**config.mk**
```make
export PLATFORM = sky130hd
export DESIGN_NAME = tps_scan_seq
export DESIGN_NICKNAME = d
export VERILOG_FILES = /design/src/tps_pkg.sv /design/src/tps_scan_seq.sv
export SDC_FILE = /design/constraint.sdc
export NUM_CORES = 1
export LEC_CHECK = 0
export ABC_AREA = 0
export BUFFER_PORTS_ARGS = -buffer_cell sky130_fd_sc_hd__buf_2
export CORE_ASPECT_RATIO = 1.1
export CORE_UTILIZATION = 40
export CTS_BUF_LIST = sky130_fd_sc_hd__clkbuf_2 sky130_fd_sc_hd__clkbuf_4 sky130_fd_sc_hd__clkbuf_8
export DETAILED_ROUTE_END_ITERATION = 6
export PLACE_DENSITY = 0.62
export SYNTH_ARGS = -nofsm -noshare
export SYNTH_HDL_FRONTEND = slang
export SYNTH_SLANG_ARGS = --single-unit
```
**constraint.sdc**
```tcl
create_clock -name ref_clk -period 2.1 [get_ports ref_clk]
set_clock_uncertainty 0.05 [all_clocks]
set_input_delay 0.105 -clock ref_clk [delete_from_list [all_inputs] [get_ports ref_clk]]
set_output_delay 0.105 -clock ref_clk [all_outputs]
set_load 0.01 [all_outputs]
```
**src/tps_pkg.sv**
```systemverilog
// Constants for the panel scan sequencer: timing, slot plan, word layout.
// Assumes a single 100 MHz clock; no bus reaches these values at run time.
package tps_pkg;
  // Clock rate and service tick.
  localparam int unsigned CLK_PERIOD_NS   = 10;
  localparam int unsigned CLK_HZ          = 100_000_000;
  localparam int unsigned TICK_TIME_NS    = 4_000_000;
  localparam int unsigned TICK_CYCLES_DEF = TICK_TIME_NS / CLK_PERIOD_NS;
  localparam int unsigned TICK_CNT_W      = 20;
  // Seconds accumulation: 1 s is 1000 ms of 4 ms ticks.
  localparam int unsigned TICK_TIME_MS    = 4;
  localparam int unsigned TICKS_PER_SEC   = 1000 / TICK_TIME_MS;
  localparam logic [7:0]  SEC_LAST        = 8'(TICKS_PER_SEC - 1);
  localparam logic [5:0]  SEC_WRAP        = 6'h3B;
  // Infrared interval time base, 10 kHz.
  localparam int unsigned IR_BASE_HZ      = 10_000;
  localparam int unsigned IR_DIV_DEF      = CLK_HZ / IR_BASE_HZ;
  localparam int unsigned IR_DIV_W        = 14;
  localparam logic [2:0]  IR_BITS_LAST    = 3'h6;
  // Slot plan of one three-slot frame.
  localparam logic [1:0]  SLOT_LAST       = 2'h2;
  localparam logic [1:0]  SLOT_REM        = 2'h0;
  localparam logic [1:0]  SLOT_ANA        = 2'h1;
  localparam logic [1:0]  SLOT_KEY        = 2'h2;
  // Output word layout.
  localparam int unsigned SEG1_LSB        = 12;
  localparam int unsigned SEG2_LSB        = 8;
  localparam int unsigned ANA_LSB         = 8;
  localparam int unsigned SCAN_DATA_BIT   = 7;
  localparam int unsigned SCAN_ADDR_LSB   = 4;
  localparam int unsigned SEL_DATA_BIT    = 3;
  localparam int unsigned SEL_ADDR_LSB    = 0;
  // Select latch addresses: pairs at 0..2, analog channels at 4..7.
  localparam logic [2:0]  ANA_ADDR_BASE   = 3'h4;
  localparam logic [1:0]  ANA_CH_LAST     = 2'h3;
  localparam logic [2:0]  SCAN_LINE_LAST  = 3'h6;
  localparam logic [3:0]  KEY_ROW1_OFS    = 4'h7;
  localparam logic [4:0]  KEY_SHIFT_OFS   = 5'h0C;
  localparam logic [1:0]  KEY_SETTLE_LAST = 2'h3;
  // Reset values.
  localparam logic [15:0] WORD_RST        = 16'h0000;
  localparam logic [3:0]  BCD_NINE        = 4'h9;
  // Sequencer states, Gray coded from TPS_IDLE through TPS_ANA_REL.
  typedef enum logic [3:0] {
    TPS_IDLE    = 4'h0,
    TPS_DESEL   = 4'h1,
    TPS_SEGOUT  = 4'h3,
    TPS_ANA_DRV = 4'h2,
    TPS_ANA_STB = 4'h6,
    TPS_ANA_REL = 4'h7,
    TPS_KEY_DRV = 4'h5,
    TPS_KEY_SMP = 4'h4,
    TPS_REM_CHK = 4'hC,
    TPS_CLK_UPD = 4'hD
  } tps_state_e;
endpackage

```
**src/tps_scan_seq.sv**
```systemverilog
// Panel scan sequencer: tick, three-slot frame, display multiplex, analog
// refresh, key scan, infrared capture and time-of-day keeping.
// Assumes key rows and the infrared pulse come from pins (synchronised here)
// and that the buffer write ports come from logic on ref_clk.
`timescale 1ns/1ps
`default_nettype none

module tps_scan_seq #(
  parameter int unsigned TICK_CYCLES = tps_pkg::TICK_CYCLES_DEF,
  parameter int unsigned IR_DIV      = tps_pkg::IR_DIV_DEF
) (
  input  wire logic        ref_clk,
  input  wire logic        nrst,
  input  wire logic        clk_en,
  input  wire logic        digit_wr,
  input  wire logic [2:0]  digit_idx,
  input  wire logic [3:0]  digit_val,
  input  wire logic        ana_wr,
  input  wire logic [1:0]  ana_idx,
  input  wire logic [5:0]  ana_val,
  input  wire logic [1:0]  key_row_pin,
  input  wire logic        ir_pulse_pin,
  output logic [15:0]      out_word,
  output logic             out_load,
  output logic             tick,
  output logic [1:0]       slot,
  output logic [4:0]       key_code,
  output logic             key_valid,
  output logic [6:0]       remote_char,
  output logic             remote_valid,
  output logic             sec_pulse
);
  localparam int unsigned IR_DIV_W_L = tps_pkg::IR_DIV_W;

  tps_pkg::tps_state_e     state_reg;
  logic [tps_pkg::TICK_CNT_W-1:0] tick_cnt_reg;
  logic                    tick_reg;
  logic [1:0]              slot_reg;
  logic [1:0]              ptr_reg;
  logic [1:0]              prev_ptr_reg;
  logic [1:0]              step_reg;
  logic [2:0]              line_reg;
  logic [3:0]              disp_buf [6];
  logic [5:0]              ana_buf [4];
  logic [7:0]              tick_sec_reg;
  logic                    sec_due_reg;
  logic [5:0]              secs_reg;
  logic [15:0]             word_reg;
  logic                    load_reg;
  logic [1:0]              row_meta_reg;
  logic [1:0]              row_sync_reg;
  logic                    ir_meta_reg;
  logic                    ir_sync_reg;
  logic                    ir_last_reg;
  logic [IR_DIV_W_L-1:0]   ir_div_reg;
  logic [3:0]              ir_cnt_reg;
  logic [2:0]              ir_bits_reg;
  logic [6:0]              ir_shift_reg;
  logic                    char_ready_reg;
  logic [6:0]              char_reg;
  logic                    rem_valid_reg;
  logic [4:0]              key_code_reg;
  logic                    key_valid_reg;
  logic                    key_hit_reg;
  logic                    ir_edge;
  logic                    rem_take;
  logic                    min_roll;

  // The tick divider is the time base of the frame schedule; infrared capture keeps its own divider.
  always_ff @(posedge ref_clk or negedge nrst) begin
    if (!nrst) begin
      tick_cnt_reg <= '0;
      tick_reg     <= 1'b0;
    end else if (clk_en) begin
      tick_reg <= 1'b0;
      if (tick_cnt_reg == tps_pkg::TICK_CNT_W'(TICK_CYCLES - 1)) begin
        tick_cnt_reg <= '0;
        tick_reg     <= 1'b1;
      end else begin
        tick_cnt_reg <= tick_cnt_reg + 1'b1;
      end
    end
  end

  // Slot and buffer pointer advance on each tick; three slots make the frame.
  always_ff @(posedge ref_clk or negedge nrst) begin
    if (!nrst) begin
      slot_reg     <= 2'h0;
      ptr_reg      <= 2'h0;
      prev_ptr_reg <= 2'h0;
    end else if (clk_en && tick_reg) begin
      slot_reg     <= (slot_reg == tps_pkg::SLOT_LAST) ? 2'h0 : slot_reg + 1'b1;
      prev_ptr_reg <= ptr_reg;
      if (slot_reg == 2'h0) begin
        ptr_reg <= 2'h0;
      end else begin
        ptr_reg <= ptr_reg + 1'b1;
      end
    end
  end

  // One step per cycle after the tick; the whole walk is far shorter than a slot.
  always_ff @(posedge ref_clk or negedge nrst) begin
    if (!nrst) begin
      state_reg <= tps_pkg::TPS_IDLE;
      step_reg  <= 2'h0;
      line_reg  <= 3'h0;
    end else if (clk_en) begin
      unique case (state_reg)
        tps_pkg::TPS_IDLE: begin
          if (tick_reg) begin
            state_reg <= tps_pkg::TPS_DESEL;
          end
        end
        tps_pkg::TPS_DESEL: begin
          state_reg <= tps_pkg::TPS_SEGOUT;
        end
        tps_pkg::TPS_SEGOUT: begin
          step_reg <= 2'h0;
          line_reg <= 3'h0;
          if (slot_reg == tps_pkg::SLOT_ANA) begin
            state_reg <= tps_pkg::TPS_ANA_DRV;
          end else if (slot_reg == tps_pkg::SLOT_KEY) begin
            state_reg <= tps_pkg::TPS_KEY_DRV;
          end else begin
            state_reg <= tps_pkg::TPS_REM_CHK;
          end
        end
        tps_pkg::TPS_ANA_DRV: begin
          state_reg <= tps_pkg::TPS_ANA_STB;
        end
        tps_pkg::TPS_ANA_STB: begin
          state_reg <= tps_pkg::TPS_ANA_REL;
        end
        tps_pkg::TPS_ANA_REL: begin
          if (step_reg == tps_pkg::ANA_CH_LAST) begin
            state_reg <= tps_pkg::TPS_CLK_UPD;
          end else begin
            step_reg  <= step_reg + 1'b1;
            state_reg <= tps_pkg::TPS_ANA_DRV;
          end
        end
        tps_pkg::TPS_KEY_DRV: begin
          // Pins pass two synchroniser stages, so the row is read a few cycles late.
          step_reg <= step_reg + 1'b1;
          if (step_reg == tps_pkg::KEY_SETTLE_LAST) begin
            state_reg <= tps_pkg::TPS_KEY_SMP;
          end
        end
        tps_pkg::TPS_KEY_SMP: begin
          step_reg <= 2'h0;
          if (line_reg == tps_pkg::SCAN_LINE_LAST) begin
            state_reg <= tps_pkg::TPS_CLK_UPD;
          end else begin
            line_reg  <= line_reg + 1'b1;
            state_reg <= tps_pkg::TPS_KEY_DRV;
          end
        end
        tps_pkg::TPS_REM_CHK: begin
          state_reg <= tps_pkg::TPS_CLK_UPD;
        end
        tps_pkg::TPS_CLK_UPD: begin
          state_reg <= tps_pkg::TPS_IDLE;
        end
        default: begin
          state_reg <= tps_pkg::TPS_IDLE;
        end
      endcase
    end
  end

  // Each load rewrites only the fields of its own step; the rest of the output word keeps its last value.
  always_ff @(posedge ref_clk or negedge nrst) begin
    if (!nrst) begin
      word_reg <= tps_pkg::WORD_RST;
      load_reg <= 1'b0;
    end else if (clk_en) begin
      load_reg <= 1'b0;
      unique case (state_reg)
        tps_pkg::TPS_DESEL: begin
          word_reg[tps_pkg::SEL_DATA_BIT] <= 1'b0;
          word_reg[tps_pkg::SEL_ADDR_LSB +: 3] <= {1'b0, prev_ptr_reg};
          load_reg <= 1'b1;
        end
        tps_pkg::TPS_SEGOUT: begin
          word_reg[tps_pkg::SEG1_LSB +: 4] <= disp_buf[{ptr_reg, 1'b0}];
          word_reg[tps_pkg::SEG2_LSB +: 4] <= disp_buf[{ptr_reg, 1'b1}];
          word_reg[tps_pkg::SEL_DATA_BIT] <= 1'b1;
          word_reg[tps_pkg::SEL_ADDR_LSB +: 3] <= {1'b0, ptr_reg};
          load_reg <= 1'b1;
        end
        tps_pkg::TPS_ANA_DRV: begin
          word_reg[tps_pkg::ANA_LSB +: 6] <= ana_buf[step_reg];
          word_reg[tps_pkg::SEL_DATA_BIT] <= 1'b0;
          word_reg[tps_pkg::SEL_ADDR_LSB +: 3] <= tps_pkg::ANA_ADDR_BASE | {1'b0, step_reg};
          load_reg <= 1'b1;
        end
        tps_pkg::TPS_ANA_STB: begin
          word_reg[tps_pkg::SEL_DATA_BIT] <= 1'b1;
          load_reg <= 1'b1;
        end
        tps_pkg::TPS_ANA_REL: begin
          word_reg[tps_pkg::SEL_DATA_BIT] <= 1'b0;
          load_reg <= 1'b1;
        end
        tps_pkg::TPS_KEY_DRV: begin
          if (step_reg == 2'h0) begin
            word_reg[tps_pkg::SCAN_DATA_BIT] <= 1'b1;
            word_reg[tps_pkg::SCAN_ADDR_LSB +: 3] <= line_reg;
            load_reg <= 1'b1;
          end
        end
        default: begin
          word_reg <= word_reg;
        end
      endcase
    end
  end

  // Both pin inputs pass two flip-flops; rows read the second stage, the infrared edge compares the second with a third.
  always_ff @(posedge ref_clk or negedge nrst) begin
    if (!nrst) begin
      row_meta_reg <= 2'h0;
      row_sync_reg <= 2'h0;
      ir_meta_reg  <= 1'b0;
      ir_sync_reg  <= 1'b0;
      ir_last_reg  <= 1'b0;
    end else if (clk_en) begin
      row_meta_reg <= key_row_pin;
      row_sync_reg <= row_meta_reg;
      ir_meta_reg  <= ir_pulse_pin;
      ir_sync_reg  <= ir_meta_reg;
      ir_last_reg  <= ir_sync_reg;
    end
  end

  assign ir_edge  = ir_sync_reg && !ir_last_reg;
  assign rem_take = (state_reg == tps_pkg::TPS_REM_CHK) && char_ready_reg;

  // Key sampling: first closure in a scan wins, shift line adds the second bank.
  always_ff @(posedge ref_clk or negedge nrst) begin
    if (!nrst) begin
      key_code_reg  <= 5'h00;
      key_valid_reg <= 1'b0;
      key_hit_reg   <= 1'b0;
    end else if (clk_en) begin
      key_valid_reg <= 1'b0;
      if (state_reg == tps_pkg::TPS_SEGOUT) begin
        key_hit_reg <= 1'b0;
      end else if (state_reg == tps_pkg::TPS_KEY_SMP) begin
        if (line_reg == tps_pkg::SCAN_LINE_LAST) begin
          if (key_hit_reg) begin
            key_valid_reg <= 1'b1;
            // Row 0 seen on the last line is the shift key, read in the same pass.
            key_code_reg  <= row_sync_reg[0] ? key_code_reg + tps_pkg::KEY_SHIFT_OFS
                                                            : key_code_reg;
          end
        end else if (!key_hit_reg && (row_sync_reg != 2'h0)) begin
          key_hit_reg  <= 1'b1;
          key_code_reg <= row_sync_reg[0] ? {2'b00, line_reg}
                                          : {1'b0, 4'({1'b0, line_reg}) + tps_pkg::KEY_ROW1_OFS};
        end
      end
    end
  end

  // Infrared interval capture runs on its own pulses, never waiting for a tick.
  always_ff @(posedge ref_clk or negedge nrst) begin
    if (!nrst) begin
      ir_div_reg     <= '0;
      ir_cnt_reg     <= 4'h0;
      ir_bits_reg    <= 3'h0;
      ir_shift_reg   <= 7'h00;
      char_ready_reg <= 1'b0;
    end else if (clk_en) begin
      if (ir_edge) begin
        ir_div_reg   <= '0;
        ir_cnt_reg   <= 4'h0;
        ir_shift_reg <= {ir_shift_reg[5:0], ir_cnt_reg[3]};
        ir_bits_reg  <= (ir_bits_reg == tps_pkg::IR_BITS_LAST) ? 3'h0 : ir_bits_reg + 1'b1;
      end else if (ir_div_reg == IR_DIV_W_L'(IR_DIV - 1)) begin
        ir_div_reg <= '0;
        if (ir_cnt_reg != 4'hF) begin
          ir_cnt_reg <= ir_cnt_reg + 1'b1;
        end else begin
          ir_bits_reg <= 3'h0; // A long gap abandons a partial character.
        end
      end else begin
        ir_div_reg <= ir_div_reg + 1'b1;
      end
      // A completed character beats the clear in the same cycle.
      if (ir_edge && (ir_bits_reg == tps_pkg::IR_BITS_LAST)) begin
        char_ready_reg <= 1'b1;
      end else if (rem_take) begin
        char_ready_reg <= 1'b0;
      end
    end
  end

  // Remote characters are handed on only in their own slot.
  always_ff @(posedge ref_clk or negedge nrst) begin
    if (!nrst) begin
      char_reg      <= 7'h00;
      rem_valid_reg <= 1'b0;
    end else if (clk_en) begin
      rem_valid_reg <= rem_take;
      if (rem_take) begin
        char_reg <= ir_shift_reg;
      end
    end
  end

  // Seconds accumulate on every tick; the rollover is applied in the update step.
  always_ff @(posedge ref_clk or negedge nrst) begin
    if (!nrst) begin
      tick_sec_reg <= 8'h00;
      sec_due_reg  <= 1'b0;
      secs_reg     <= 6'h00;
    end else if (clk_en) begin
      if (tick_reg) begin
        tick_sec_reg <= (tick_sec_reg == tps_pkg::SEC_LAST) ? 8'h00 : tick_sec_reg + 1'b1;
      end
      if (tick_reg && (tick_sec_reg == tps_pkg::SEC_LAST)) begin
        sec_due_reg <= 1'b1;
      end else if (state_reg == tps_pkg::TPS_CLK_UPD) begin
        sec_due_reg <= 1'b0;
      end
      if ((state_reg == tps_pkg::TPS_CLK_UPD) && sec_due_reg) begin
        secs_reg <= (secs_reg == tps_pkg::SEC_WRAP) ? 6'h00 : secs_reg + 1'b1;
      end
    end
  end

  assign min_roll = (state_reg == tps_pkg::TPS_CLK_UPD) && sec_due_reg && (secs_reg == tps_pkg::SEC_WRAP);

  // Display buffer: digits 0..3 hold HH MM and roll with the clock; a write from
  // the user port loses to a same-cycle rollover, which only touches clock digits.
  always_ff @(posedge ref_clk or negedge nrst) begin
    if (!nrst) begin
      for (int i = 0; i < 6; i++) begin
        disp_buf[i] <= 4'h0;
      end
    end else if (clk_en) begin
      if (digit_wr && (digit_idx < 3'h6)) begin
        disp_buf[digit_idx] <= digit_val;
      end
      if (min_roll) begin
        disp_buf[3] <= (disp_buf[3] == tps_pkg::BCD_NINE) ? 4'h0 : disp_buf[3] + 1'b1;
        if (disp_buf[3] == tps_pkg::BCD_NINE) begin
          disp_buf[2] <= (disp_buf[2] == 4'h5) ? 4'h0 : disp_buf[2] + 1'b1;
          if (disp_buf[2] == 4'h5) begin
            if ({disp_buf[0], disp_buf[1]} == 8'h23) begin
              disp_buf[0] <= 4'h0;
              disp_buf[1] <= 4'h0;
            end else if (disp_buf[1] == tps_pkg::BCD_NINE) begin
              disp_buf[0] <= disp_buf[0] + 1'b1;
              disp_buf[1] <= 4'h0;
            end else begin
              disp_buf[1] <= disp_buf[1] + 1'b1;
            end
          end
        end
      end
    end
  end

  // Stored analog levels, one per channel.
  generate
    for (genvar ch = 0; ch < 4; ch++) begin : g_ana
      always_ff @(posedge ref_clk or negedge nrst) begin
        if (!nrst) begin
          ana_buf[ch] <= 6'h00;
        end else if (clk_en && ana_wr && (ana_idx == 2'(ch))) begin
          ana_buf[ch] <= ana_val;
        end
      end
    end
  endgenerate

  assign out_word     = word_reg;
  assign out_load     = load_reg;
  assign tick         = tick_reg;
  assign slot         = slot_reg;
  assign key_code     = key_code_reg;
  assign key_valid    = key_valid_reg;
  assign remote_char  = char_reg;
  assign remote_valid = rem_valid_reg;
  assign sec_pulse    = min_roll;
endmodule
`default_nettype wire

```
; ---- Yosys cells after proc, flatten, opt, wreduce, memory -nomap -nowiden
; Index checks and enable logic that the tools add are counted.
[totals]
ff_bits = 167
inputBits = 23
output_inout_bits = 35
[op_classes]
n_addsub = 16
order_cmp = 6
eq_ne = 34
n_mux = 69
bitwise_logic = 5
reduce_logical = 58
[ops]
columns = operator, count
row1 = $mux 4, 19
row2 = $pmux 4 s9, 1
row3 = $mux 14, 2
row4 = $bmux 4 s3, 2
row5 = $bwmux 24, 1
row6 = $mux 24, 1
row7 = $mux 8, 3
row8 = $reduce_and 2->1, 12
row9 = $reduce_bool 2->1, 11
row10 = $add 20x1->20 const B, 1
row11 = $add 4x1->4 const B, 5
row12 = $eq 20x19->1 const B, 1
row13 = $eq 4x3->1 const B, 5
row14 = $mux 20, 1
row15 = $mux 5, 4
row16 = $mux 6, 3
row17 = $reduce_and 3->1, 6
row18 = $eq 4x4->1 const B, 4
row19 = $mux 16, 1
row20 = $logic_and 1x1->1, 15
row21 = $mux 3, 5
row22 = $add 14x1->14 const B, 1
row23 = $eq 14x14->1 const B, 1
row24 = $mux 1, 14
row25 = other kinds (42), 69

; ---- Longest topological paths before layout
; Gate-level depths: netlist of run 1.
[depth]
depth_word = 12
mapped_depth = 8
depth_no_buf = 7

; ---- Least setup slack after synthesis of run 1
; Ideal clock, no wire load.
[synth_path]
path_kind = flip-flop to flip-flop
start = register secs_reg[0]
end = register disp_buf[15] (netlist name)
setup_ns = 0.120
arrival_ns = 1.924
path_slack_ns = 0.006
stages_incl_launch_ff = 8
period_less_slack_ns = 2.094
path_cell_list = dfrtp_1 ha_1 and4_1 nand4_2 inv_1 and2_0 or4_1 o211a_1
[synth_via]
elab_chain_len = 3
[synth_lines]
columns = element, line
row1 = from (decl), tps_scan_seq.sv:47  ; logic [5:0] secs_reg;
row2 = from (signal assigned), tps_scan_seq.sv:329  ; secs_reg <= (secs_reg == tps_pkg::SEC_WRAP) ? 6'h00 : secs_reg + 1'b1;
row3 = $eq 6x6->1, tps_scan_seq.sv:334  ; assign min_roll = (state_reg == tps_pkg::TPS_CLK_UPD) && sec_due_reg && (secs_reg == tps_pkg::SEC_WRAP);
row4 = $logic_and 1x1->1, tps_scan_seq.sv:334
row5 = via sec_pulse, tps_scan_seq.sv:31  ; output logic sec_pulse
row6 = $mux 16, tps_scan_seq.sv:347  ; if (min_roll) begin
row7 = "to (signal, indexed assignment)", tps_scan_seq.sv:345  ; disp_buf[digit_idx] <= digit_val;
row8 = to (decl), tps_scan_seq.sv:43  ; logic [3:0] disp_buf [6];
; The timed path passes the listed nets, and every way through them passes these cells.
; A chain may end at the register's enable or synchronous reset.

; ---- Worst setup path after layout of run 1
[layout_path]
start = register ir_div_reg[5]
end = register ir_cnt_reg[1]
[layout_via]
elab_chain_len = 3
[layout_lines]
columns = element, line
row1 = from (decl), tps_scan_seq.sv:55  ; logic [IR_DIV_W_L-1:0] ir_div_reg;
row2 = from (signal assigned), tps_scan_seq.sv:289  ; ir_div_reg <= ir_div_reg + 1'b1;
row3 = $eq 14x14->1, tps_scan_seq.sv:281  ; end else if (ir_div_reg == IR_DIV_W_L'(IR_DIV - 1)) begin
row4 = $reduce_bool 2->1 (no line), -
row5 = $reduce_and 3->1 (no line), -
row6 = to (signal assigned), tps_scan_seq.sv:284  ; ir_cnt_reg <= ir_cnt_reg + 1'b1;
row7 = to (decl), tps_scan_seq.sv:56  ; logic [3:0] ir_cnt_reg;
; No other way between the ends.

==> key figures, run 1 <==
Worst setup path
  – Crit Path Max Fanout: 6
  – Critical Path AT: 2350 ps
  – Critical Path Start Type: register
  – R2R Path Start: ir_div_reg[5]$_DFFE_PN0P_
  – CP required: 2400 ps
  – Critical Path Start: ir_div_reg[5]$_DFFE_PN0P_
  – Setup crit end kind: register
  – Crit Path Class: register to register

Status
  – Status: complete, no violations

STA
  – Worst rel slew slack: 62.56%
  – Setup violators final: 0
  – Final period util: 97.80%
  – Post-route minimum period: 2054 ps
  – Max Slew Vio Count: 0
  – Max Clk Rate: 0.4869 GHz
  – RSZ-0062 raised after global routing: no
  – Slew @ Worst Pin: 560.5 ps
  – Setup TNS: 0 ps
  – Final Hold Fails: 0

Power
  – Static leakage: 4.539 nW
  – Worst-case vdd ir drop: 0.4016 mV
  – P per Cell Area: 731.4 nW/um^2

Route
  – TritonRoute pass-1 iters: 4
  – Post-route ant nets: 0
  – Iter 0 DRT Violations: 311
  – Via Count: 6446
  – Final WL: 18470 um
  – Vias per cell: 5.288
  – DR WL/cell: 15.16 um
  – # DRC: 0

Flow run
  – MaxCap Viol Count: 0

Floorplan
  – Starting Density: 41.22%
  – Die Span X: 141.5 um
  – Die Area: 22000 sq um
  – Num rows: 55
  – Core box area: 20780 sq um
  – Die height: 155.5 um
  – I/O Pins: 58

Hold path
  – HP Class: input port to register
  – Hold path start: clk_en

Final layout
  – Filler cells: 2005
  – Layout area overhead: 16.75%
  – Share of layout cells above drive strength 1: 24.20%
  – Antenna cells: 0
  – Final core occ: 48.12%
  – Final nets: 964

Synth
  – Top cells by count, synth: 167 x dfrtp_1, 86 x nand2_1, 68 x mux2_2, 62 x nor2_1, 60 x o21ai_0
  – Most frequent cell after synthesis: dfrtp_1
  – Ys async rst share: 100.0%
  – Post-Syn Nets: 863
  – Area fraction of the dominant cell type after synthesis: 48.79%
  – Average instance area after synthesis: 10.45 sq um
  – Synth area leader: dfrtp_1
  – Ys flop type: dfrtp_1
  – Dominant cells by area after synthesis: dfrtp_1 49%, mux2_2 8.9%, nand2_1 3.8%
  – Synth Warn #: 0
  – Synth cell types: 70
  – Post-Syn Instances: 820
  – Post-synth EDFFs: 0
  – Seq cells post-synth: 167
  – Seq/Total Area, Yosys: 48.79%
  – Mapped cell area: 8566 sq um

Global route
  – Antenna violations before repair: 0
  – Global route overflow: 0
  – Global-route wire length before repair: 31490 um
  – Number of global-route vias before repair: 6350
  – Pin count of the biggest net entering global routing: 60
  – All-Layer GR Usage: 17.78%

Placement
  – Detailed Place HPWL: 12850 um
  – GP Congestion: 0.7905
  – Port Buffer Count: 57

CTS
  – # clock sinks: 167
  – Clk Latency, worst-skew pair: 460 ps
  – Worst-path clk slew: 100 ps
  – CTS tree: done
  – Num CTS Buffers: 17
  – Clk root buf: clkbuf_8
  – CTS Buffer Depth: 2
  – H-tree levels: 4
-- routing by layer --
metal	global-route usage, %	part of all wire (%)
met5	0	0
met4	3.994	0.69
met3	3.447	3.1
met2	28.36	46
met1	24.97	51
-- path summary, 6_finish.rpt --
check	end	slack, ps	cells past startpoint
worst max-delay path	ir_cnt_reg[1]$_DFFE_PN0P_	50	5
worst min-delay path	ir_div_reg[8]$_DFFE_PN0P_	30	2
worst max register to register	ir_cnt_reg[1]$_DFFE_PN0P_	50	5
worst min register to register	out_word[7]$_DFFE_PN0P_	420	1
max in group asynchronous	out_word[9]$_DFFE_PN0P_	1220	3
min in group asynchronous	tick_cnt_reg[18]$_DFFE_PN0P_	90	2
-- cell type report --
cell class	instances	area [sq um]	area share [%]
Clock buffer	17	234.0	2.340
Sequential cell	167	4179	41.79
Multi-Input combinational cell	597	4199	41.99
Tap cell	285	356.6	3.566
Timing Repair Buffer	115	787.0	7.869
Inverter	23	86.33	0.8633
Clock inverter	15	158.9	1.589
-- where the power goes --
part           internal [W]  switching [W]
Clock              0.000895        0.00140
Sequential          0.00361       0.000362
Combinational      0.000564       0.000481
-- per-stage QoR --
step / hold WS (ps) / worst slack, ps / total power [W] / std cells / instance area (sq um)
3_5_place_dp: 33.65 / 59.37 / 0.005065 / 1173 / 9444
3_3_place_gp: 35.77 / 83.33 / 0.005029 / 1173 / 9444
5_1_grt: 50.82 / 1.380 / 0.007721 / 1219 / 10000
4_1_cts: 9.710 / 17.29 / 0.007389 / 1219 / 9977
6_report: 27.40 / 46.23 / 0.007315 / 1219 / 10000
2_1_floorplan: -240.6 / 5.554 / 0.004692 / 820 / 8566
-- logic make-up after synthesis --
kind of cell | synth area share (%)
fa+ha+maj | 2.921
buf+inv | 2.469
xor+xnor | 3.170
mux | 12.85
simple gates | 17.46
compound gates | 12.34
flops | 48.79
-- cells in the final DEF (no fill, tap or decap), types with 12 or more instances in the layout --
cell type	instances
nand2_1	86
nand3_1	28
xor2_1	12
mux2_2	68
a21oi_1	33
dlygate4sd3_1	14
mux2i_1	20
inv_1	23
xnor2_1	19
nand4_1	19
dfrtp_1	167
o21ai_0	60
buf_2	56
clkbuf_8	17
buf_4	42
ha_1	19
nor2_1	62
-- critical path, stage by stage (launching register included) --
cell	delay, ps
dfrtp_1	390
or4b_4	590
o41a_4	550
nor2_8	120
a21boi_2	50
a41o_1	200
-- what timing repair did --
item / in CTS / in global routing
endpoints found under the hold margin: 208 / 0
setup buffers: 0 / 0
hold buffers: 14 / 0
endpoints found under the setup margin: 0 / 11
gates resized for setup: 0 / 5
Note: power is estimated with default switching activity, not from simulation.
==> inputs of run 2 (changes only) <==
Settings changed: CAP_MARGIN set to 5, CORE_ASPECT_RATIO 1.1 to 1.5, CORE_MARGIN set to 4.
==> key figures, run 2 (synthesized netlist as in run 1, its figures left out) <==
Status
  – Status: complete, no violations

Power
  – P per Cell Area: 737.7 nW/um^2 (+0.85%)
  – Share of total power in the clock network: 31.8% (+0.4 points)
  – Flop pwr share: 53.8% (-0.5 points)
  – Switch share: 28.46% (-2.2 points)
  – Internal power: 0.005293 W (+4.4%)
  – Reported net switching power: 0.002106 W (-6.2%)
  – Static leakage: 4.590 nW (+1.1%)
  – Comb power frac: 14.3% (about the same)
  – Worst-case vdd ir drop: 0.4062 mV (+1.1%)

Floorplan
  – Die Area: 23870 sq um (+8.5%)
  – Die height: 187.2 um (+20%)
  – Num rows: 65 (+18%)
  – Starting Density: 40.67% (-0.55 points)
  – Die Span X: 127.5 um (-9.9%)
  – I/O Pins: 58 (unchanged)
  – Core box area: 21060 sq um (+1.4%)

Route
  – Routed met1 length: 8269 um (-12%)
  – Iter 0 DRT Violations: 308 (-0.96%)
  – DR top layer: met4
  – Via Count: 6501 (+0.85%)
  – Vias per cell: 5.382 (+1.8%)
  – Final WL: 19550 um (+5.8%)
  – Routed met2 length: 10080 um (+20%)
  – Met3 wire length: 661 um (+15%)
  – TritonRoute pass-1 iters: 6 (+2)
  – DR WL/cell: 16.18 um (+6.8%)
  – # DRC: 0 (unchanged)
  – Post-route ant nets: 0 (unchanged)

Worst setup path
  – R2R Path Start: ir_div_reg[5]$_DFFE_PN0P_
  – Critical path, cell by cell: or4b_4 -> o41a_4 -> nor2_8 -> a21boi_2 -> a41o_1
  – Critical Path AT: 2360 ps (about the same)
  – Critical Path Start Type: register
  – Critical path's largest stage delay: 590 ps (about the same)
  – Crit Path Max Fanout: 6 (unchanged)
  – CP required: 2420 ps (+20 ps)
  – Slowest cell on crit path: or4b_4
  – Crit Path Class: register to register
  – Critical Path Start: ir_div_reg[5]$_DFFE_PN0P_
  – Setup crit end kind: register

Global route
  – Pin count of the biggest net entering global routing: 52 (-13%)
  – Antenna violations before repair: 0 (unchanged)
  – Number of global-route vias before repair: 6540 (+3.0%)
  – All-Layer GR Usage: 16.94% (-0.84 points)
  – Global-route wire length before repair: 32780 um (+4.1%)
  – Global route overflow: 0 (unchanged)

Final layout
  – Final nets: 971 (+0.73%)
  – Share of layout cells above drive strength 1: 24.57% (+0.38 points)
  – Most frequent cells in the layout: 167 x dfrtp_1, 85 x nand2_1, 68 x mux2_2
  – Layout area overhead: 17.09%
  – Antenna cells: 0 (unchanged)
  – Final core occ: 47.62% (-0.51 points)
  – Final instance area: 10030 sq um (+0.29%)
  – Final cell count without fillers: 1208 (-0.90%)
  – Commonest non-fill, non-tap cell in the layout: dfrtp_1

CTS
  – CTS Buffer Depth: 2 (unchanged)
  – H-tree levels: 4 (unchanged)
  – Worst-path clk slew: 90 ps (about the same)
  – CTS tree: done
  – Clk Latency, worst-skew pair: 470 ps (about the same)
  – # clock sinks: 167 (unchanged)
  – Num CTS Buffers: 17 (unchanged)
  – Clk root buf: clkbuf_8

STA
  – Post-route minimum period: 2041 ps (-12.56 ps)
  – Max Clk Rate: 0.4899 GHz (+0.62%)
  – Worst rel slew slack: 56.27% (-6.3 points)
  – Final Hold Fails: 0 (unchanged)
  – Final period util: 97.20% (-0.60 points)
  – Max Slew Vio Count: 0 (unchanged)
  – Slew @ Worst Pin: 654.7 ps (+94.17 ps)
  – Setup violators final: 0 (unchanged)
  – RSZ-0062 raised after global routing: no
  – Setup TNS: 0 ps (unchanged)

Placement
  – GP Congestion: 0.8513 (+7.7%)
  – Placed insts: 1161 (-1.0%)
  – Port Buffer Count: 57 (unchanged)
  – Detailed Place HPWL: 14250 um (+11%)
  – Placed cell area: 9460 sq um (+0.17%)

Hold path
  – HP Class: input port to asynchronous set/reset pin

Flow run
  – MaxCap Viol Count: 0 (unchanged)
## run 2: changes by cell type in the layout (fill, tap and decap cells not counted), moves of 2 or more
| cell | delta |
|---|---|
| buf_4 | +6 |
| inv_8 | -4 |
| inv_6 | +2 |
| clkinv_8 | -3 |
| clkinv_4 | -2 |
| bufinv_16 | +2 |
| clkinvlp_4 | +2 |
## run 2: metrics by stage
stage / total power (W) / hold slack, ps / setup slack, ps
after floorplan: 0.004692 / -240.6 / 5.554
after global placement: 0.005038 / 5.197 / 90.26
after detailed placement: 0.005081 / 7.259 / 31.25
after CTS: 0.007487 / 45.95 / 7.695
after global routing: 0.007813 / 80.85 / 6.608
final: 0.007398 / 64.36 / 58.79
## run 2: critical path, delay by kind of cell (launching register included)
| kind | cells | cell delay, ps |
|---|---|---|
| AOI/OAI and AO/OA | 3 | 790 |
| and+or+nand+nor | 2 | 710 |
| DFF | 1 | 390 |
## run 2: layout make-up
cell class                      instances  area, sq um
Clock inverter                         12        140.1
Timing Repair Buffer                  122        842.1
Inverter                               23        86.33
Sequential cell                       167         4179
Fill cell                            1971        11030
Clock buffer                           19        255.2
Tap cell                              268        335.3
Multi-Input combinational cell        597         4192
## run 2: worst paths after layout
check                                                   end  slack [ps]  depth (start not counted)
max in group asynchronous           ana_buf[15]$_DFFE_PN0P_        1230                          3
worst max-delay path              ir_cnt_reg[1]$_DFFE_PN0P_          60                          5
worst max register to register    ir_cnt_reg[1]$_DFFE_PN0P_          60                          5
min in group ref_clk                disp_buf[8]$_DFFE_PN0P_          90                          5
worst min register to register      out_word[7]$_DFFE_PN0P_         420                          1
worst min-delay path            ir_shift_reg[3]$_DFFE_PN0P_          60                          2
## run 2: repair_timing
| action | 4_1_cts | 5_1_grt |
|---|---|---|
| hold endpoints to repair | 209 | 0 |
| endpoints found under the setup margin | 0 | 21 |
| buffers inserted | 0 | 1 |
| gates resized for setup | 0 | 4 |
| hold buffers | 15 | 0 |
## run 2: per-layer routing
layer,track usage (%),up-vias
met3,3.686,32
met5,0,-
met2,29.03,96
li1,-,3179
met4,6.524,0
met1,20.65,3194
## run 2: power groups by stage
stage / clock network (W) / logic, W / registers [W]
finish: 0.00235 / 0.00106 / 0.00398
global route: 0.00257 / 0.00120 / 0.00405
CTS: 0.00244 / 0.00107 / 0.00398
detailed placement: 0 / 0.00104 / 0.00404
global placement: 0 / 0.00101 / 0.00403
floorplan: 0 / 0.000765 / 0.00393
